--- src/hdl/pm1_event_pkg.sv ---
// pm1 event block constants: host offsets, controller addresses, bit positions, resets.
// assumes byte-wide host i/o decode already qualified by the block select.
package pm1_event_pkg;

    // host i/o offsets from block base
    localparam logic [2:0] host_status_one = 3'h0;
    localparam logic [2:0] host_status_two = 3'h1;
    localparam logic [2:0] host_enable_one = 3'h2;
    localparam logic [2:0] host_enable_two = 3'h3;
    localparam logic [2:0] host_control_one = 3'h4;
    localparam logic [2:0] host_control_two = 3'h5;

    // controller memory-mapped addresses
    localparam logic [15:0] ec_status_two = 16'h7F80;
    localparam logic [15:0] ec_enable_two = 16'h7F81;
    localparam logic [15:0] ec_control_two = 16'h7F82;
    localparam logic [15:0] ec_firmware_pm = 16'h7F83;

    // status bit positions
    localparam int power_button_bit = 0;
    localparam int sleep_button_bit = 1;
    localparam int clock_event_bit = 2;
    localparam int override_bit = 3;
    localparam int wake_bit = 7;

    // control two bit positions
    localparam int override_enable_bit = 1;
    localparam int sleep_type_lsb = 2;
    localparam int sleep_trigger_bit = 5;

    // implemented bits
    localparam logic [7:0] status_two_mask = 8'h8F;
    localparam logic [7:0] enable_two_mask = 8'h07;
    localparam logic [7:0] control_two_mask = 8'h1E;

    localparam logic [7:0] reset_value = 8'h00;

endpackage

--- src/hdl/pm1_reset_sync.sv ---
// two-stage release of the asynchronous reset.
// assumes rst_n may drop at any time; release is aligned to core_clk.
`timescale 1ns/1ns
module pm1_reset_sync (
    // clock and raw reset
    input wire logic core_clk,
    input wire logic rst_n,
    // synchronised reset
    output logic sync_rst_n
);
    logic first_stage;

    always_ff @(posedge core_clk or negedge rst_n) begin
        if (!rst_n) begin
            first_stage <= 1'b0;
            sync_rst_n <= 1'b0;
        end else begin
            first_stage <= 1'b1;
            sync_rst_n <= first_stage;
        end
    end
endmodule // pm1_reset_sync

--- src/hdl/acpi_pm1_event_block_sci.sv ---
// pm1 event register block with sci request pin.
// host side: byte i/o with a one-cycle strobe, offset already decoded from base.
// controller side: byte memory access with a one-cycle strobe; reads answer one cycle later.
`timescale 1ns/1ns
module acpi_pm1_event_block_sci (
    // clock and reset
    input wire logic core_clk,
    input wire logic rst_n,
    // host i/o port
    input wire logic host_sel,
    input wire logic host_wr,
    input wire logic host_rd,
    input wire logic [2:0] host_offset,
    input wire logic [7:0] host_wdata,
    output logic [7:0] host_rdata,
    // controller memory port
    input wire logic ec_sel,
    input wire logic ec_wr,
    input wire logic ec_rd,
    input wire logic [15:0] ec_addr,
    input wire logic [7:0] ec_wdata,
    output logic [7:0] ec_rdata,
    output logic ec_hit,
    output logic ec_irq,
    // pin and decoded fields
    output logic sci_request_n,
    output logic [2:0] sleep_type_field,
    output logic sleep_trigger
);
    typedef struct packed {
        logic [7:0] status_two;
        logic [2:0] enable_two;
        logic override_enable;
        logic [2:0] sleep_type;
        logic trigger;
        logic firmware_sci_flag;
        logic [7:0] host_rdata;
        logic [7:0] ec_rdata;
        logic ec_hit;
        logic ec_irq;
        logic sci_n;
    } state_t;

    state_t cur;
    state_t next_cur;
    logic sync_rst_n;

    pm1_reset_sync reset_sync (
        .core_clk(core_clk),
        .rst_n(rst_n),
        .sync_rst_n(sync_rst_n)
    );

    logic host_write;
    logic host_read;
    logic ec_write;
    logic ec_read;
    logic [7:0] enable_view;
    logic [7:0] control_view;
    logic [7:0] firmware_view;
    logic pending;

    assign host_write = host_sel && host_wr;
    assign host_read = host_sel && host_rd;
    assign ec_write = ec_sel && ec_wr;
    assign ec_read = ec_sel && ec_rd;

    assign enable_view = {5'h0, cur.enable_two};
    assign firmware_view = {7'h0, cur.firmware_sci_flag};
    assign control_view = {2'h0, cur.trigger, cur.sleep_type, cur.override_enable, 1'b0};

    always_comb begin
        next_cur = cur;
        next_cur.ec_irq = 1'b0;
        next_cur.ec_hit = 1'b0;

        // controller load first, host clear after
        if (ec_write && ec_addr == pm1_event_pkg::ec_status_two) begin
            next_cur.status_two = ec_wdata & pm1_event_pkg::status_two_mask;
        end
        if (host_write && host_offset == pm1_event_pkg::host_status_two) begin
            next_cur.status_two = next_cur.status_two & ~(host_wdata & pm1_event_pkg::status_two_mask);
        end

        // only the host writes the masks
        if (host_write && host_offset == pm1_event_pkg::host_enable_two) begin
            next_cur.enable_two = host_wdata[2:0];
        end

        if (host_write && host_offset == pm1_event_pkg::host_control_two) begin
            // override and sleep type from host
            next_cur.override_enable = host_wdata[pm1_event_pkg::override_enable_bit];
            next_cur.sleep_type = host_wdata[pm1_event_pkg::sleep_type_lsb +: 3];
        end

        if (ec_write && ec_addr == pm1_event_pkg::ec_control_two && ec_wdata[pm1_event_pkg::sleep_trigger_bit]) begin
            next_cur.trigger = 1'b0;
        end
        // host set wins over same-cycle clear
        if (host_write && host_offset == pm1_event_pkg::host_control_two &&
            host_wdata[pm1_event_pkg::sleep_trigger_bit]) begin
            next_cur.trigger = 1'b1;
        end

        if (ec_write && ec_addr == pm1_event_pkg::ec_firmware_pm) begin
            next_cur.firmware_sci_flag = ec_wdata[0];
        end

        // any host write to these interrupts
        if (host_write && (host_offset == pm1_event_pkg::host_status_two ||
            host_offset == pm1_event_pkg::host_enable_two ||
            host_offset == pm1_event_pkg::host_control_two)) begin
            next_cur.ec_irq = 1'b1;
        end

        // host read data, held until next read
        if (host_read) begin
            unique case (host_offset)
                pm1_event_pkg::host_status_two: next_cur.host_rdata = cur.status_two & pm1_event_pkg::status_two_mask;
                pm1_event_pkg::host_enable_two: next_cur.host_rdata = enable_view;
                pm1_event_pkg::host_control_two: next_cur.host_rdata = control_view & pm1_event_pkg::control_two_mask;
                default: next_cur.host_rdata = 8'h00;
            endcase
        end

        // controller read data with hit flag
        if (ec_read) begin
            next_cur.ec_hit = 1'b1;
            unique case (ec_addr)
                pm1_event_pkg::ec_status_two: next_cur.ec_rdata = cur.status_two & pm1_event_pkg::status_two_mask;
                pm1_event_pkg::ec_enable_two: next_cur.ec_rdata = enable_view;
                pm1_event_pkg::ec_control_two: next_cur.ec_rdata = control_view;
                pm1_event_pkg::ec_firmware_pm: next_cur.ec_rdata = firmware_view;
                default: begin
                    next_cur.ec_rdata = 8'h00;
                    next_cur.ec_hit = 1'b0;
                end
            endcase
        end

        // enabled event flags pull sci low
        pending = |(next_cur.status_two[2:0] & next_cur.enable_two) || next_cur.firmware_sci_flag;
        next_cur.sci_n = ~pending;
    end

    // everything clears on reset; pin idles high
    always_ff @(posedge core_clk or negedge sync_rst_n) begin
        if (!sync_rst_n) begin
            cur <= '0;
            cur.sci_n <= 1'b1;
        end else begin
            cur <= next_cur;
        end
    end

    assign host_rdata = cur.host_rdata;
    assign ec_rdata = cur.ec_rdata;
    assign ec_hit = cur.ec_hit;
    assign ec_irq = cur.ec_irq;
    assign sci_request_n = cur.sci_n;
    assign sleep_type_field = cur.sleep_type;
    assign sleep_trigger = cur.trigger;
endmodule // acpi_pm1_event_block_sci

--- config.mk ---
export PLATFORM = sky130hd
export DESIGN_NAME = acpi_pm1_event_block_sci
export DESIGN_NICKNAME = d
export VERILOG_FILES = /design/src/hdl/pm1_event_pkg.sv /design/src/hdl/pm1_reset_sync.sv /design/src/hdl/acpi_pm1_event_block_sci.sv
export SDC_FILE = /design/constraint.sdc
export NUM_CORES = 1
export LEC_CHECK = 0
export ABC_AREA = 1
export BUFFER_PORTS_ARGS = -buffer_cell sky130_fd_sc_hd__buf_2
export CORE_AREA = 4 4 60 83
export CTS_CLUSTER_SIZE = 24
export DETAILED_ROUTE_END_ITERATION = 8
export DIE_AREA = 0 0 64 87
export PLACE_DENSITY = 0.73
export SLEW_MARGIN = 0
export SYNTH_ARGS = -nofsm -noshare
export SYNTH_HDL_FRONTEND = slang
export SYNTH_HIERARCHICAL = 1
export SYNTH_SLANG_ARGS = --single-unit
--- constraint.sdc ---
create_clock -name core_clk -period 1 [get_ports core_clk]
set_input_delay 0.05 -clock core_clk [delete_from_list [all_inputs] [get_ports core_clk]]
set_output_delay 0.05 -clock core_clk [all_outputs]
set_load 0.05 [all_outputs]
==> summary.md <==
| Metric | Value |
|---|---|
| Finished Layout Cells | `346` |
| Die ar. | `5570 um^2` |
| Peak supply drop | `0.625 mV` |
| H-tree Lvls | `2` |
| Detailed Route WL | `4160 um` |
| Layout area overhead | `27.3%` |
| Failing checks | `negative setup slack` |
| Post-Synthesis Cells | `218` |
| Seq/Total Area, Yosys | `44.6%` |
| Final Hold Viols | `0` |
| Worst-Skew Late Latency | `280 ps` |
| Max Fclk | `980 MHz` |
| Ys flop type | `dfrtp_1` |
| FP Rows | `28` |
| Routed Antenna Nets | `0` |
| Worst path max stage delay | `550 ps` |
| # nets final | `328` |
| Synth top area share | `43.1%` |
| Largest net degree at the start of global routing | `18` |
| Mean Syn Cell Area | `8.25 um^2` |
| Max Cap Violations | `0` |
| Crit-path cells | `buf_8` |
| Final Setup Violations | `1` |
| GP Congestion | `0.877` |
| Most numerous cell in the Yosys netlist | `nand2_1` |
| R2R Setup Slk | `80 ps` |
| Post-synth EDFFs | `0` |
| Worst Hold Endpoint | `sleep_trigger` |
| Share of post-route cells with drive strength above 1 | `36.0%` |
| Vias in the first global route | `1,564` |
| Net switching power | `1.11 mW` |
| Comb pwr share | `25.1%` |
| Die X-Extent | `64 um` |
| CP Buf/Inv Count | `1` |
| Final min period | `1020 ps` |
| Syn. warnings | `6` |
| Status | `finished, violations left` |
| Cell taking the most area after synthesis | `dfrtp_1` |
| Reg power frac | `46.3%` |
| Clk sinks | `32` |
| Core area | `4240 um^2` |
| Period utilization | `102%` |
| Post-Syn Area | `1800 um^2` |
| Crit path capture type | `primary output` |
| Class of the worst hold path | `primary input to flop` |
| Wire length per cell | `12.0 um` |
| Placed Cells | `333` |
| Post-synthesis cell type count | `31` |
| Largest cells by area after synthesis | `dfrtp_1 43%, nand2_1 14%, buf_4 7.9%` |
| Fin worst setup slack | `-20.5 ps` |
| GRT overflow | `0` |
| Design Area, Final | `2290 um^2` |
| R2R Path End | `host_rdata[3]` |
| I/O Pins | `66` |
| Internal | `2.19 mW` |
| DIE HEIGHT | `87 um` |
| Clock group share of total power | `28.6%` |
| Initial Utilization | `42.4%` |
| CTS Buf Count | `5` |
| Top post-synthesis cells by count | `66 x nand2_1, 31 x dfrtp_1, 28 x inv_1` |
| Power Density | `1440 nW/um^2` |
| Worst r2r src | `sleep_type_field[1]` |
| Worst Hold Launch | `host_wdata[5]` |
| Slew Viols, Final | `0` |
| RSZ-0062 raised after global routing | `true` |
| DRT iter0 DRCs | `20` |
| First-pass GRT wire length | `6840 um` |
| TritonCTS clock tree | `yes` |
| Share of async-settable or async-resettable flops after synthesis | `100%` |
| CP Max Fanout | `1` |
| Via Count | `1,580` |
| CP arrival | `970 ps` |
| Post-synthesis register bit count | `32` |
| Ant. Diodes | `0` |
| CTS Root Cell | `clkbuf_8` |
| Worst r2r path cells | `3` |
| Clock buffer depth | `2` |
| Placed Area | `2140 um^2` |
| DR pass1 iterations | `4` |
| Sw Ratio | `33.7%` |
| All-Layer GR Usage | `16.0%` |
| Startpoint Class | `flop` |
| Overall power | `3.31 mW` |
| Leakage | `1.32 nW` |
| Crit path required time | `950 ps` |
| Initial antenna violation count | `0` |
| Family with the most delay on the worst path | `flip-flops` |
| DP HPWL | `3420 um` |
| Number of vias per cell | `4.57` |
| Clock-pin slew on the worst setup and hold paths | `70 ps` |
| Drt drc | `0` |
| Skew final | `5.38 ps` |
| Crit Path Class | `flop to primary output` |
| Port buffer count | `59` |
| CP max stage cell | `dfstp_2` |
| Worst hold path depth | `2` |
## through the flow
step	hold slack (ps)	utilization, %	setup slack (ps)	setup TNS, ps
2_1_floorplan	-246	-	45.8	0
4_1_cts	6.80	53.7	-26.3	-26.3
6_report	9.71	54.0	-20.5	-20.5
5_1_grt	14.0	54.0	-35.1	-35.1
3_5_place_dp	-157	50.4	-126	-795
3_3_place_gp	-164	50.4	-75.1	-467
## worst max path at each step
stage	from	to	slack [ps]	depth (start not counted)
2_1_floorplan	reset_sync/sync_rst_n	control_view[1]	50	0
3_3_place_gp	ec_addr[15]	sleep_trigger	-80	8
3_5_place_dp	ec_addr[15]	sleep_trigger	-130	8
4_1_cts	sci_request_n	sci_request_n	-30	1
5_1_grt	sci_request_n	sci_request_n	-40	1
6_report	sci_request_n	sci_request_n	-20	1
## registers in the layout, indices dropped and copies added, names as in the netlist
signal / cells
sleep_type_field: 3
cur: 9
sci_request_n: 1
reset_sync/first_stage: 1
ec_irq: 1
ec_hit: 1
control_view: 1
ec_rdata: 7
reset_sync/sync_rst_n: 1
host_rdata: 6
sleep_trigger: 1
## worst reg2reg max path: stages (launching register included)
cell     delay [ps]
dfrtp_1         390
inv_2            70
o22ai_1          80
mux2_2          260
## cells in the final DEF, fill, tap and decap left out, types with 3 or more instances in the layout
master / Yosys / routed
and3_1: 4 / 4
buf_2: 0 / 53
buf_4: 19 / 14
clkbuf_4: 0 / 5
clkbuf_8: 0 / 5
conb_1: 2 / 4
dfrtp_1: 31 / 31
dlygate4sd3_1: 0 / 5
inv_1: 28 / 27
inv_2: 4 / 5
nand2_1: 66 / 66
nand2_2: 4 / 4
nand3_1: 5 / 5
nand4_1: 6 / 6
nor2_1: 9 / 9
nor2_2: 4 / 4
o21ai_0: 5 / 5
o21ai_1: 3 / 3
o31ai_1: 4 / 4
## logic make-up (layout without fill, tap and decap cells)
| group | count (synthesis) | after routing | synth area share, % |
|---|---|---|---|
| AO/OA/AOI/OAI | 23 | 23 | 8.62 |
| buffers and inverters | 53 | 119 | 15.0 |
| flip-flops | 32 | 32 | 44.6 |
| multiplexers | 1 | 1 | 0.626 |
| other | 2 | 4 | 0.417 |
| AND/OR/NAND/NOR | 107 | 107 | 30.7 |
## metal layers
metal  wire (um)  track usage, %
met2        2250            29.7
met3         208            3.49
met5           0               0
met4         127            8.25
met1        1570            16.6
## layout make-up
cell class                      instances  area [um^2]
Clock buffer                            7         76.3
Clock inverter                          1         5.00
Fill cell                             396         1950
Inverter                               33          124
Multi-Input combinational cell        135          734
Sequential cell                        32          802
Tap cell                               60         75.1
Timing Repair Buffer                   78          473
## timing repair
item	CTS	global route
gates resized for setup	3	6
endpoints found under the setup margin	1	6
hold buffers	5	0
endpoints found under the hold margin	7	0
buffers inserted	0	0
## power by group through the flow
stage	Clock [mW]	Combinational, mW	Sequential [mW]
2_1_floorplan	0	0.582	1.58
6_report	0.946	0.829	1.53
4_1_cts	0.961	0.825	1.53
3_5_place_dp	0	0.807	1.55
5_1_grt	1.02	0.903	1.55
3_3_place_gp	0	0.796	1.55
Power figures use the tool's default switching activity.
